===== src/i2sb_pkg.sv =====
// Purpose: Shared constants and types of the two-wire to SPI bridge
// Assumes: One system clock, byte-wide buffer of 128 entries
// Notes:   Command codes, config fields and counter limits of the bridge are named here once
package i2sb_pkg;
  localparam logic [7:0] CMD_CONFIG     = 8'h01;
  localparam logic [7:0] CMD_WRITE      = 8'h02;
  localparam logic [7:0] CMD_CLRIRQ     = 8'h03;
  localparam logic [7:0] CFG_RESET      = 8'hf8;
  localparam int         CFG_SEL_MSB    = 7;
  localparam int         CFG_SEL_LSB    = 3;
  localparam int         CFG_ORDER_BIT  = 2;
  localparam int         CFG_CPHA_BIT   = 1;
  localparam int         CFG_CPOL_BIT   = 0;
  localparam int         BUF_DEPTH      = 128;
  localparam int         BUF_AW         = 7;
  localparam logic [7:0] BUF_FULL_CNT   = 8'h80;
  localparam logic [3:0] LAST_RX_BIT    = 4'h7;
  localparam logic [3:0] BITS_PER_BYTE  = 4'h8;
  localparam logic [3:0] LAST_EDGE      = 4'hf;
  localparam logic [4:0] SEL_IDLE       = 5'h1f;
  localparam logic [1:0] FIFO_DEPTH     = 2'h2;

  typedef enum logic [2:0] {
    I2C_IDLE, I2C_ADDR, I2C_RX, I2C_ACK_WAIT, I2C_ACK, I2C_TX, I2C_MACK, I2C_TX_LOAD
  } i2sb_i2c_state_type;

  typedef enum logic [1:0] {SPI_IDLE, SPI_LOAD, SPI_SHIFT} i2sb_spi_state_type;
endpackage : i2sb_pkg


===== src/i2sb_bridge.sv =====
// Purpose: Two-wire serial slave that drives an SPI master with a byte buffer
// Assumes: 100 MHz clk; bus pins are asynchronous and pass two flip-flops
// Notes:   Open-drain data is split into input, output and output enable
// How it works
// - Address byte upper seven bits compared with fixed build parameter.
// - Low last address bit starts a write toward the bridge.
// - High last address bit starts a read; bridge drives data out.
// - Codes: 0x01 configure, 0x02 load data, 0x03 clear interrupt.
// - Byte after configure command becomes the SPI configuration byte.
// - Config: selects bits 7..3, order bit 2, CPHA 1, CPOL 0; reset 0xf8.
// - Each select bit drives its matching active-low select output.
// - All four SPI modes via CPOL idle level and CPHA edge choice.
// - Order bit zero shifts MSB first, otherwise LSB first.
// - Any combination of select outputs may be active together.
// - After load command, accept one up to 128 payload bytes.
// - Active-low interrupt goes low when the SPI transfer finishes.
// - All state except the buffer and prefetch buffer contents resets asynchronously and stays in reset until two clocks after reset input falls.
// - On stop after load, shift received count from index zero, overwrite.
// - No bus acknowledge during SPI transfer; interrupt and resume after.
// - Reads return buffer from index zero, wrapping after 128, unmodified.
// - SPI clock toggles only in transfers at clk over 2*(divider+1).
`timescale 1ns/100ps
module i2sb_bridge
  import i2sb_pkg::*;
#(
  parameter logic [6:0] I2C_SLAVE_ADDRESS = 7'h2a,
  parameter logic [7:0] CLOCK_SEL         = 8'h04
) (
  input  wire logic       clk,
  input  wire logic       async_reset_in,
  input  wire logic       scl_in,
  input  wire logic       sda_in,
  output logic            sda_out,
  output logic            sda_oe,
  output logic            sclk_out,
  output logic            mosi_out,
  input  wire logic       miso_in,
  output logic [4:0]      select_n,
  output logic            intn
);
  // ****************************************
  // Reset release and pin synchronisers
  // ****************************************
  logic [1:0] rst_pipe;
  logic       rst;
  logic       scl_m, scl_s, scl_d, sda_m, sda_s, sda_d, miso_m, miso_s;

  always_ff @(posedge clk or posedge async_reset_in) begin
    if (async_reset_in) rst_pipe <= 2'h3;
    else                rst_pipe <= {rst_pipe[0], 1'b0};
  end
  assign rst = rst_pipe[1];

  always_ff @(posedge clk or posedge rst) begin
    if (rst) begin
      {scl_m, scl_s, scl_d} <= 3'h7;
      {sda_m, sda_s, sda_d} <= 3'h7;
      {miso_m, miso_s}      <= 2'h0;
    end else begin
      {scl_m, scl_s, scl_d} <= {scl_in, scl_m, scl_s};
      {sda_m, sda_s, sda_d} <= {sda_in, sda_m, sda_s};
      {miso_m, miso_s}      <= {miso_in, miso_m};
    end
  end

  logic scl_rise, scl_fall, start_c, stop_c;
  assign scl_rise = scl_s & ~scl_d;
  assign scl_fall = ~scl_s & scl_d;
  assign start_c  = scl_s & scl_d & sda_d & ~sda_s;
  assign stop_c   = scl_s & scl_d & ~sda_d & sda_s;
  assign sda_out  = 1'b0;

  function automatic logic [7:0] bit_reverse(input logic [7:0] v);
    logic [7:0] r;
    r = 8'h00;
    for (int i = 0; i < 8; i++) r[i] = v[7 - i];
    return r;
  endfunction : bit_reverse

  // ****************************************
  // Data buffer
  // ****************************************
  logic [7:0]        mem [BUF_DEPTH];
  logic              i2c_we, spi_we;
  logic [BUF_AW-1:0] i2c_waddr, spi_waddr;
  logic [7:0]        i2c_wdata, spi_wdata;

  always_ff @(posedge clk) begin
    if (spi_we)      mem[spi_waddr] <= spi_wdata;
    else if (i2c_we) mem[i2c_waddr] <= i2c_wdata;
  end

  // ****************************************
  // Two-wire slave
  // ****************************************
  i2sb_i2c_state_type st, next_st;
  logic [3:0] bcnt, next_bcnt;
  logic [7:0] sh, next_sh, tx_sh, next_tx_sh, cmd, next_cmd, cfg, next_cfg;
  logic [7:0] wr_cnt, next_wr_cnt;
  logic [6:0] rd_idx, next_rd_idx;
  logic       is_read, next_is_read, do_ack, next_do_ack, next_oe;
  logic       have_cmd, next_have_cmd, in_write, next_in_write, irq, next_irq;
  logic       spi_go, spi_done, busy;
  logic [7:0] rx_byte, rd_byte;

  assign rx_byte = {sh[6:0], sda_s};
  assign rd_byte = mem[rd_idx];

  always_comb begin
    next_st = st;  next_bcnt = bcnt;  next_sh = sh;  next_tx_sh = tx_sh;
    next_cmd = cmd;  next_cfg = cfg;  next_wr_cnt = wr_cnt;  next_rd_idx = rd_idx;
    next_is_read = is_read;  next_do_ack = do_ack;  next_oe = sda_oe;
    next_have_cmd = have_cmd;  next_in_write = in_write;  next_irq = irq;
    spi_go = 1'b0;  i2c_we = 1'b0;
    i2c_waddr = wr_cnt[BUF_AW-1:0];
    i2c_wdata = rx_byte;
    if (spi_done) next_irq = 1'b1;
    if (start_c) begin
      next_st = I2C_ADDR;  next_bcnt = 4'h0;  next_oe = 1'b0;  next_in_write = 1'b0;
    end else if (stop_c) begin
      next_st = I2C_IDLE;  next_oe = 1'b0;  next_in_write = 1'b0;
      if (in_write && have_cmd && cmd == CMD_WRITE && wr_cnt != 8'h00 && !busy)
        spi_go = 1'b1;
    end else begin
      case (st)
        I2C_ADDR, I2C_RX: if (scl_rise) begin
          next_sh   = rx_byte;
          next_bcnt = bcnt + 4'h1;
          if (bcnt == LAST_RX_BIT) begin
            next_st = I2C_ACK_WAIT;
            if (st == I2C_ADDR) begin
              next_do_ack  = (rx_byte[7:1] == I2C_SLAVE_ADDRESS) && !busy;
              next_is_read = rx_byte[0];
              next_rd_idx  = 7'h00;
              next_in_write = (rx_byte[7:1] == I2C_SLAVE_ADDRESS) && !busy && !rx_byte[0];
              next_have_cmd = 1'b0;
            end else if (!have_cmd) begin
              next_have_cmd = 1'b1;
              next_cmd      = rx_byte;
              next_wr_cnt   = 8'h00;
              next_do_ack   = 1'b1;
              if (rx_byte == CMD_CLRIRQ && !spi_done) next_irq = 1'b0;
            end else begin
              next_do_ack = 1'b1;
              case (cmd)
                CMD_CONFIG: next_cfg = rx_byte;
                CMD_WRITE: begin
                  if (wr_cnt == BUF_FULL_CNT) next_do_ack = 1'b0;
                  else begin
                    i2c_we      = 1'b1;
                    next_wr_cnt = wr_cnt + 8'h01;
                  end
                end
                default: ;
              endcase
            end
          end
        end
        I2C_ACK_WAIT: if (scl_fall) begin
          next_oe = do_ack;
          next_st = do_ack ? I2C_ACK : I2C_IDLE;
        end
        I2C_ACK: if (scl_fall) begin
          next_bcnt = 4'h0;
          if (is_read) begin
            next_tx_sh = rd_byte;
            next_oe    = ~rd_byte[7];
            next_st    = I2C_TX;
          end else begin
            next_oe = 1'b0;
            next_st = I2C_RX;
          end
        end
        I2C_TX: begin
          if (scl_rise) next_bcnt = bcnt + 4'h1;
          if (scl_fall) begin
            if (bcnt == BITS_PER_BYTE) begin
              next_oe = 1'b0;
              next_st = I2C_MACK;
            end else begin
              next_tx_sh = {tx_sh[6:0], 1'b0};
              next_oe    = ~tx_sh[6];
            end
          end
        end
        I2C_MACK: if (scl_rise) begin
          if (!sda_s) begin
            next_rd_idx = rd_idx + 7'h01;
            next_st     = I2C_TX_LOAD;
          end else next_st = I2C_IDLE;
        end
        I2C_TX_LOAD: if (scl_fall) begin
          next_tx_sh = rd_byte;
          next_oe    = ~rd_byte[7];
          next_bcnt  = 4'h0;
          next_st    = I2C_TX;
        end
        default: next_st = I2C_IDLE;
      endcase
    end
  end

  always_ff @(posedge clk or posedge rst) begin
    if (rst) begin
      st <= I2C_IDLE;  bcnt <= 4'h0;  sh <= 8'h00;  tx_sh <= 8'h00;
      cmd <= 8'h00;  cfg <= CFG_RESET;  wr_cnt <= 8'h00;  rd_idx <= 7'h00;
      is_read <= 1'b0;  do_ack <= 1'b0;  sda_oe <= 1'b0;
      have_cmd <= 1'b0;  in_write <= 1'b0;  irq <= 1'b0;
    end else begin
      st <= next_st;  bcnt <= next_bcnt;  sh <= next_sh;  tx_sh <= next_tx_sh;
      cmd <= next_cmd;  cfg <= next_cfg;  wr_cnt <= next_wr_cnt;  rd_idx <= next_rd_idx;
      is_read <= next_is_read;  do_ack <= next_do_ack;  sda_oe <= next_oe;
      have_cmd <= next_have_cmd;  in_write <= next_in_write;  irq <= next_irq;
    end
  end
  assign intn = ~irq;

  // ****************************************
  // Prefetch buffer toward the shifter
  // ****************************************
  logic [7:0] fifo_mem [2];
  logic       wp, rp, next_wp, next_rp, fifo_ready, fifo_valid, pf_valid, spi_pop;
  logic [1:0] fcnt, next_fcnt;
  logic [7:0] pf_idx, next_pf_idx, xfer_cnt;

  assign fifo_ready = (fcnt != FIFO_DEPTH);
  assign fifo_valid = (fcnt != 2'h0);
  assign pf_valid   = busy && (pf_idx < xfer_cnt);

  always_comb begin
    next_wp = wp;  next_rp = rp;  next_fcnt = fcnt;  next_pf_idx = pf_idx;
    if (spi_go) begin
      next_wp = 1'b0;  next_rp = 1'b0;  next_fcnt = 2'h0;  next_pf_idx = 8'h00;
    end else begin
      if (pf_valid && fifo_ready) begin
        next_wp     = ~wp;
        next_pf_idx = pf_idx + 8'h01;
      end
      if (spi_pop) next_rp = ~rp;
      next_fcnt = fcnt + {1'b0, pf_valid && fifo_ready} - {1'b0, spi_pop};
    end
  end

  always_ff @(posedge clk) begin
    if (pf_valid && fifo_ready && !spi_go) fifo_mem[wp] <= mem[pf_idx[BUF_AW-1:0]];
  end

  always_ff @(posedge clk or posedge rst) begin
    if (rst) begin
      wp <= 1'b0;  rp <= 1'b0;  fcnt <= 2'h0;  pf_idx <= 8'h00;
    end else begin
      wp <= next_wp;  rp <= next_rp;  fcnt <= next_fcnt;  pf_idx <= next_pf_idx;
    end
  end

  // ****************************************
  // SPI master
  // ****************************************
  i2sb_spi_state_type sst, next_sst;
  logic [7:0] div, next_div, stx, next_stx, srx, next_srx, sidx, next_sidx;
  logic [7:0] next_xfer_cnt;
  logic [3:0] edge_n, next_edge_n;
  logic       next_sclk, next_mosi, cpha, lsb_first, lead, do_shift, do_sample;
  logic [4:0] next_sel;
  logic [7:0] rx_final;

  assign busy      = (sst != SPI_IDLE);
  assign cpha      = cfg[CFG_CPHA_BIT];
  assign lsb_first = cfg[CFG_ORDER_BIT];
  assign lead      = ~edge_n[0];
  assign do_shift  = cpha ? (lead && edge_n != 4'h0) : !lead;
  assign do_sample = cpha ? !lead : lead;
  assign rx_final  = do_sample ? {srx[6:0], miso_s} : srx;

  always_comb begin
    next_sst = sst;  next_div = div;  next_stx = stx;  next_srx = srx;
    next_sidx = sidx;  next_xfer_cnt = xfer_cnt;  next_edge_n = edge_n;
    next_sclk = sclk_out;  spi_pop = 1'b0;  spi_done = 1'b0;
    spi_we = 1'b0;  spi_waddr = sidx[BUF_AW-1:0];
    spi_wdata = lsb_first ? bit_reverse(rx_final) : rx_final;
    case (sst)
      SPI_IDLE: begin
        next_sclk = cfg[CFG_CPOL_BIT];
        if (spi_go) begin
          next_sidx     = 8'h00;
          next_xfer_cnt = wr_cnt;
          next_sst      = SPI_LOAD;
        end
      end
      SPI_LOAD: if (fifo_valid) begin
        spi_pop     = 1'b1;
        next_stx    = lsb_first ? bit_reverse(fifo_mem[rp]) : fifo_mem[rp];
        next_edge_n = 4'h0;
        next_div    = 8'h00;
        next_sst    = SPI_SHIFT;
      end
      SPI_SHIFT: begin
        if (div == CLOCK_SEL) begin
          next_div    = 8'h00;
          next_sclk   = ~sclk_out;
          next_edge_n = edge_n + 4'h1;
          if (do_sample) next_srx = {srx[6:0], miso_s};
          if (do_shift)  next_stx = {stx[6:0], 1'b0};
          if (edge_n == LAST_EDGE) begin
            spi_we    = 1'b1;
            next_sidx = sidx + 8'h01;
            if (sidx + 8'h01 == xfer_cnt) begin
              spi_done = 1'b1;
              next_sst = SPI_IDLE;
            end else next_sst = SPI_LOAD;
          end
        end else next_div = div + 8'h01;
      end
      default: next_sst = SPI_IDLE;
    endcase
    next_mosi = next_stx[7];
    // Selects held through the cycle of the last clock edge
    next_sel  = cfg[CFG_SEL_MSB:CFG_SEL_LSB];
    if (next_sst == SPI_IDLE && sst == SPI_IDLE) next_sel = SEL_IDLE;
  end

  always_ff @(posedge clk or posedge rst) begin
    if (rst) begin
      sst <= SPI_IDLE;  div <= 8'h00;  stx <= 8'h00;  srx <= 8'h00;  sidx <= 8'h00;
      xfer_cnt <= 8'h00;  edge_n <= 4'h0;  sclk_out <= 1'b0;  mosi_out <= 1'b0;
      select_n <= SEL_IDLE;
    end else begin
      sst <= next_sst;  div <= next_div;  stx <= next_stx;  srx <= next_srx;
      sidx <= next_sidx;  xfer_cnt <= next_xfer_cnt;  edge_n <= next_edge_n;
      sclk_out <= next_sclk;  mosi_out <= next_mosi;  select_n <= next_sel;
    end
  end
endmodule : i2sb_bridge


===== config.mk =====
export PLATFORM = sky130hd
export DESIGN_NAME = i2sb_bridge
export DESIGN_NICKNAME = d
export VERILOG_FILES = /design/src/i2sb_pkg.sv /design/src/i2sb_bridge.sv
export SDC_FILE = /design/constraint.sdc
export NUM_CORES = 2
export LEC_CHECK = 0
export ABC_CLOCK_PERIOD_IN_PS = 4150
export BUFFER_PORTS_ARGS = -buffer_cell sky130_fd_sc_hd__buf_2
export CELL_PAD_IN_SITES_DETAIL_PLACEMENT = 1
export CELL_PAD_IN_SITES_GLOBAL_PLACEMENT = 1
export CORE_MARGIN = 3
export CORE_UTILIZATION = 56
export CTS_CLUSTER_DIAMETER = 60
export CTS_CLUSTER_SIZE = 8
export DETAILED_ROUTE_END_ITERATION = 6
export PLACE_DENSITY = 0.84
export SETUP_SLACK_MARGIN = 0.2
export SYNTH_ARGS = -nofsm -noshare
export SYNTH_HDL_FRONTEND = slang
export SYNTH_SLANG_ARGS = --single-unit
export TNS_END_PERCENT = 1

===== constraint.sdc =====
create_clock -name clk -period 4.15 [get_ports clk]
set_input_delay 0.83 -clock clk [delete_from_list [all_inputs] [get_ports clk]]
set_output_delay 0.83 -clock clk [all_outputs]
set_load 0.02 [all_outputs]

# Word level (Yosys, flattened, before mapping)
# Memory sizes are Yosys's and may differ from the RTL's.
# Index checks and enable logic that the tools add are counted.
# totals
out_inout_bits,10
ram_bits,1040
wordCells,304
mem_count,2
regBits,132
# op_classes
bitwise_logic,22
eq_ne,48
addsub,9
muxes,128
order_cmp,1
reduce_logical,57
# memory_table
name,words,word_bits,read_ports,rd_ports_with_merged_regs,wr,line,source
mem,128,8,2,0,1,i2sb_bridge.sv:83,logic [7:0] mem [BUF_DEPTH];
fifo_mem,2,8,1,0,1,i2sb_bridge.sv:221,logic [7:0] fifo_mem [2];
# ops
op,count
two-way mux 8 bit,17
two-way mux 7 bit,11
two-way mux 1 bit,64
one-hot mux 8 bit (2 select lines),3
AND reduction 8 bit,5
two-way mux 3 bit,13
"!= test 2 bit, second input constant",18
"adder 8 x 1 -> 8 bit, second input constant",4
"!= test 4 bit, second input constant",8
two-way mux 4 bit,6
one-hot mux 7 bit (3 select lines),1
AND reduction 4 bit,5
one-hot mux 3 bit (6 select lines),1
nonzero test 3 bit,6
"== test 8 x 2 -> 1 bit, second input constant",2
one-hot mux 4 bit (2 select lines),2
NOT 1 bit,15
one-hot mux 7 bit (2 select lines),1
nonzero test 2 bit,7
"== test 3 bit, second input constant",4
logical AND 1 bit,12
two-way mux 2 bit,5
AND reduction 5 bit,2
"adder 4 x 1 -> 4 bit, second input constant",2
34 further kinds,51

# Longest topological paths before layout
# logic_depth
ltp_word,16
ltp_mapped,14
mapped_depth_nobuf,13

# Least setup slack after synthesis
# No wires, ideal clock.
# synth_path
kind,register -> register
from,register div[0]
to,"memory mem[0][5], data pin"
path_stages_with_launch,12
n_path_buf,3
required_time_ns,3.258
synth_period_minus_slack_ns,6.493
arrival_time_ns,5.601
slack_ns,-2.343
cell_sequence,dfrtp_1 -> inv_1 -> ha_1 -> nor4b_2 -> nand3_2 -> or3_1 -> buf_2 -> nand3_4 -> buf_2 -> clkbuf_1 -> nor2_1 -> a21oi_1
# synth_via
elab_chain_len,7
# synth_lines
element,line,source
from (decl),i2sb_bridge.sv:260,"logic [7:0] div, next_div, stx, next_stx, srx, next_srx, sidx, next_sidx;"
from (signal assigned),i2sb_bridge.sv:328,sst <= next_sst; div <= next_div; stx <= next_stx; srx <= next_srx;
== test 8 x 3 -> 1 bit,i2sb_bridge.sv:298,if (div == CLOCK_SEL) begin
two-way mux 1 bit,i2sb_bridge.sv:298,
two-way mux 1 bit,i2sb_bridge.sv:281,case (sst)
two-way mux 1 bit,i2sb_bridge.sv:89,if (spi_we) mem[spi_waddr] <= spi_wdata;
two-way mux 1 bit (implied by the code),i2sb_bridge.sv:90,else if (i2c_we) mem[i2c_waddr] <= i2c_wdata;
OR reduction 8 bit (no line),-,
two-way mux 8 bit (no line),-,
to (decl),i2sb_bridge.sv:83,
# No other way between the ends.

# Final worst setup path
# layout_path
from,register wr_cnt[0]
to,"memory mem[5][3], enable pin"
# layout_via
elab_chain_len,15
elab_cells_between_ends,16
cone_classes,eq/ne: 1; mux: 14; reduce/logical: 1
# layout_lines
element,line,source
from (decl),i2sb_bridge.sv:99,"logic [7:0] wr_cnt, next_wr_cnt;"
from (signal assigned),i2sb_bridge.sv:211,cmd <= next_cmd; cfg <= next_cfg; wr_cnt <= next_wr_cnt; rd_idx <= next_rd_idx;
== test 8 bit,i2sb_bridge.sv:148,if (wr_cnt == BUF_FULL_CNT) next_do_ack = 1'b0;
two-way mux 1 bit,i2sb_bridge.sv:148,
two-way mux 1 bit,i2sb_bridge.sv:145,case (cmd)
two-way mux 1 bit,i2sb_bridge.sv:137,end else if (!have_cmd) begin
two-way mux 1 bit,i2sb_bridge.sv:131,if (st == I2C_ADDR) begin
two-way mux 1 bit,i2sb_bridge.sv:129,if (bcnt == LAST_RX_BIT) begin
two-way mux 1 bit,i2sb_bridge.sv:126,"I2C_ADDR, I2C_RX: if (scl_rise) begin"
two-way mux 1 bit,i2sb_bridge.sv:125,case (st)
two-way mux 1 bit,i2sb_bridge.sv:120,end else if (stop_c) begin
two-way mux 1 bit,i2sb_bridge.sv:118,if (start_c) begin
two-way mux 1 bit,i2sb_bridge.sv:90,
two-way mux 1 bit,i2sb_bridge.sv:89,
two-way mux 1 bit (implied by the code),i2sb_bridge.sv:90,
OR reduction 8 bit (no line),-,
two-way mux 7 bit (no line) / two-way mux 1 bit (equally long branches),-,
# Parallel ways exist; a longest one is shown, timed or not.

==> results.py <==
metrics = {
    "timing": {
        "drv_slew": 0,
        "finalClockSkew_ns": 0.04268,
        "finalCriticalPeriod_ns": 4.424,
        "rsz0062_at_grt": "yes",
        "final.setup.worst_slack_ns": -0.2744,
        "worstMarginPinSlew_ns": 1.481,
        "fin_crit_sh_pct": 106.6,
        "hold_viol": 0,
        "clock.fmax_ghz": 0.2260,
        "finalSetupViolCount": 205,
        "slew_headroom_pct": 1.146,
    },
    "placed_design": {
        "io_buffers": 13,
        "gp_congestion": 0.9772,
        "place_area_mm2": 0.05909,
        "dpl.hpwl_mm": 126.8,
        "dp.cells": 4505,
    },
    "worst_setup_path": {
        "critPathMaxFanout": 12,
        "cpMostUsedCell": "buf_4",
        "cp-start-kind": "register",
        "reg2reg_to": "mem[5][3]$_DFFE_PP_",
        "crit_type": "reg -> reg",
        "r2r-start": "wr_cnt[0]$_DFFE_PP0P_",
        "worstPathCellList": "inv_1, ha_1, nor2b_1, nand4_1, nand4_1, nor2_4, buf_12, buf_4, buf_4, nor3_2, a21oi_1, buf_4, or2_2, nor2_1, buf_4",
        "end_kind": "register",
        "slowest_stage": "dfrtp_1",
        "worst_path_largest_cell_delay_ns": 0.49,
        "worst-endpoint-required_ns": 4.61,
        "worstPathArrival_ns": 4.89,
        "reg2reg_depth": 15,
        "cpLargestDelayFamily": "simple AND/OR/NAND/NOR gates",
        "r2r_slack_ns": -0.27,
        "critPathBufInv": 6,
    },
    "clock_network": {
        "clk_pin_slew_ns": 0.07,
        "cts_buffers": 165,
        "cts_sinks": 1172,
        "insertion_delay_ns": 0.79,
        "cts_root_buf": "clkbuf_16",
        "h-tree-depth": 4,
        "tritoncts": "built",
        "ctsHoldBuffers": 0,
        "clock_path_buffers": 3,
    },
    "grt": {
        "overflow": 0,
        "grt_pass1_wl_mm": 293.5,
        "antenna_found_initial": 23,
        "grt_max_degree": 129,
        "grt_use_total_pct": 40.25,
        "grt_pass1_vias": 38610,
    },
    "synth": {
        "ys_seq_elements": 1172,
        "dominantRegCellSynth": "edfxtp_1",
        "synth.avg_cell_area_um2": 17.62,
        "yosysSeqAreaShare_pct": 61.84,
        "async_reset_ff_share_pct": 11.26,
        "synthDistinctLibCells": 83,
        "synthCells": 3171,
        "synth_warnings": 0,
        "synth_edf_count": 1040,
        "syn_area_mm2": 0.05587,
    },
    "floorplan": {
        "die_w_um": 321.9,
        "die_area_mm2": 0.1036,
        "io_pins": 15,
        "start_util_pct": 56.61,
        "coreArea_mm2": 0.09871,
        "row_count": 115,
        "die_h_um": 321.9,
    },
    "layout": {
        "design_area_mm2": 0.06383,
        "layout-drive-gt1-share_pct": 34.55,
        "stdcell_count": 4746,
        "fin_nets": 3418,
        "fin_util_pct": 64.67,
        "final_cell_mix": "1,040 x edfxtp_1, 549 x mux4_2, 240 x buf_4",
        "final_common_cell": "edfxtp_1",
        "area_growth_pct": 14.24,
    },
    "pwr": {
        "p_comb_share_pct": 4.6,
        "clkPwrFrac_pct": 46.6,
        "intPower_mw": 20.48,
        "p_leak_nw": 22.26,
        "swShare_pct": 22.74,
        "ir_worst_vdd_uv": 381.0,
        "switchingPower_mw": 6.029,
        "pwr_density_cell_mw_per_mm2": 415.3,
        "fin_total_pwr_mw": 26.51,
        "pwr-share-seq_pct": 48.8,
    },
    "drt": {
        "drtIter0Drc": 6911,
        "drc_errors": 24,
        "vias": 37490,
        "finalWirelength_mm": 206.6,
        "drt_first_pass_iters": 7,
        "vias_per_cell": 7.898,
        "drtAntennaViolNets": 0,
        "wire_per_inst_um": 43.53,
    },
    "flow_run": {
        "max_cap_viol_count": 1,
    },
    "status": {
        "outcome": "finished with violations",
        "violations": "design-rule violations, max-capacitance violations, negative setup slack",
    },
    "hold_path": {
        "hold_class": "in -> async",
    },
}
==> kinds of logic (layout without fill, tap and decap cells) <==
| logic type | after synthesis | count (layout) | share of synthesized area, % |
|---|---|---|---|
| and+or+nand+nor | 574 | 574 | 4.998 |
| other | 1 | 20 | 0.006711 |
| muxes | 756 | 756 | 25.95 |
| adders and majority gates | 20 | 20 | 0.4479 |
| xor gates and xnor gates | 33 | 33 | 0.5173 |
| AOI/OAI and AO/OA | 335 | 335 | 3.979 |
| DFF | 1172 | 1172 | 61.84 |
| buffers and inverters | 280 | 549 | 2.253 |
==> power groups by stage <==
stage | combinational [mW] | sequential [mW] | clock, mW
final | 1.22 | 12.9 | 12.4
after global placement | 1.08 | 13.2 | 0
after detailed placement | 1.14 | 13.2 | 0
after global routing | 1.29 | 12.9 | 12.8
after CTS | 1.15 | 12.9 | 12.3
after floorplan | 0.828 | 13.1 | 0
==> sequential cells by signal, indices dropped and copies added, names as in the netlist, 8 cells and up <==
name,cells
cfg,8
cmd,8
div,8
fifo_mem,16
mem,1024
pf_idx,8
sidx,8
srx,8
stx,8
wr_cnt,8
xfer_cnt,8
==> synth_stat cells (6+ instances only) <==
cell type | number | area, µm²
buf_1 | 24 | 90.09
buf_2 | 97 | 485.5
mux4_2 | 549 | 12360
a221oi_1 | 20 | 175.2
nand2_1 | 133 | 499.2
dfrtp_1 | 114 | 2853
o31ai_1 | 18 | 135.1
ha_1 | 20 | 250.2
nor2b_1 | 15 | 93.84
a31oi_1 | 17 | 106.4
a211oi_1 | 16 | 120.1
mux2i_1 | 155 | 1551
clkbuf_1 | 97 | 364.1
nand4_1 | 15 | 93.84
or2_2 | 15 | 93.84
o211ai_1 | 17 | 127.6
xor2_1 | 16 | 140.1
dfstp_2 | 18 | 473.0
o22ai_1 | 21 | 131.4
a21oi_1 | 48 | 240.2
and3_1 | 10 | 62.56
buf_4 | 19 | 142.6
nand3_1 | 47 | 235.2
or3_1 | 10 | 62.56
xnor2_1 | 17 | 148.9
inv_1 | 41 | 153.9
and2_1 | 7 | 43.79
or2_1 | 14 | 87.58
edfxtp_1 | 1040 | 31230
o221ai_1 | 6 | 52.55
a2111oi_0 | 7 | 61.31
a22oi_1 | 29 | 217.7
mux2_2 | 52 | 585.6
o21ai_0 | 91 | 455.4
nand2b_1 | 16 | 100.1
nor2_1 | 205 | 769.5
nor3_1 | 43 | 215.2
nor3_2 | 10 | 100.1
==> stage by stage <==
step	hold slack, ns	setup slack [ns]	setup TNS [ns]
final	0.1050	-0.2744	-28.56
after detailed placement	0.3370	-0.07267	-1.570
after floorplan	0.3312	-0.4270	-327.91
after global routing	0.1008	-0.2302	-24.60
after CTS	0.07206	0.03500	0
after global placement	0.3413	0.02463	0
==> routing by layer <==
| layer | part of all wire [%] | GRT usage (%) | up-vias |
|---|---|---|---|
| li1 | - | - | 13510 |
| met1 | 32 | 49.22 | 19090 |
| met2 | 45 | 59.96 | 3762 |
| met3 | 15 | 16.31 | 1103 |
| met4 | 8.3 | 25.39 | 24 |
| met5 | 0.25 | 1.574 | - |
==> cell type report <==
class	count	area, µm²
diodes	18	45.04
clock buffers	203	4335
clock inverters	12	145.1
fillers	8249	34870
inverters	41	158.9
multi-input cells	1720	20280
flip-flops and latches	1172	34590
well taps	1287	1610
repair buffers	293	2668
==> worst max-delay path by stage <==
stage	start	end	depth (start not counted)
finish	wr_cnt[0]$_DFFE_PP0P_	mem[5][3]$_DFFE_PP_	15
global route	wr_cnt[0]$_DFFE_PP0P_	mem[5][5]$_DFFE_PP_	15
CTS	cmd[2]$_DFFE_PP0P_	mem[115][1]$_DFFE_PP_	10
detailed placement	cmd[2]$_DFFE_PP0P_	mem[17][7]$_DFFE_PP_	9
global placement	cmd[2]$_DFFE_PP0P_	mem[17][1]$_DFFE_PP_	9
floorplan	cmd[2]$_DFFE_PP0P_	mem[0][0]$_DFFE_PP_	7
==> timing repair <==
action | CTS | global route
setup endpoints to repair | 774 | 931
resized for setup | 7 | 28
setup buffers | 3 | 5
pin swaps | 1 | 2
No activity file was read; power rests on OpenSTA's default activity.
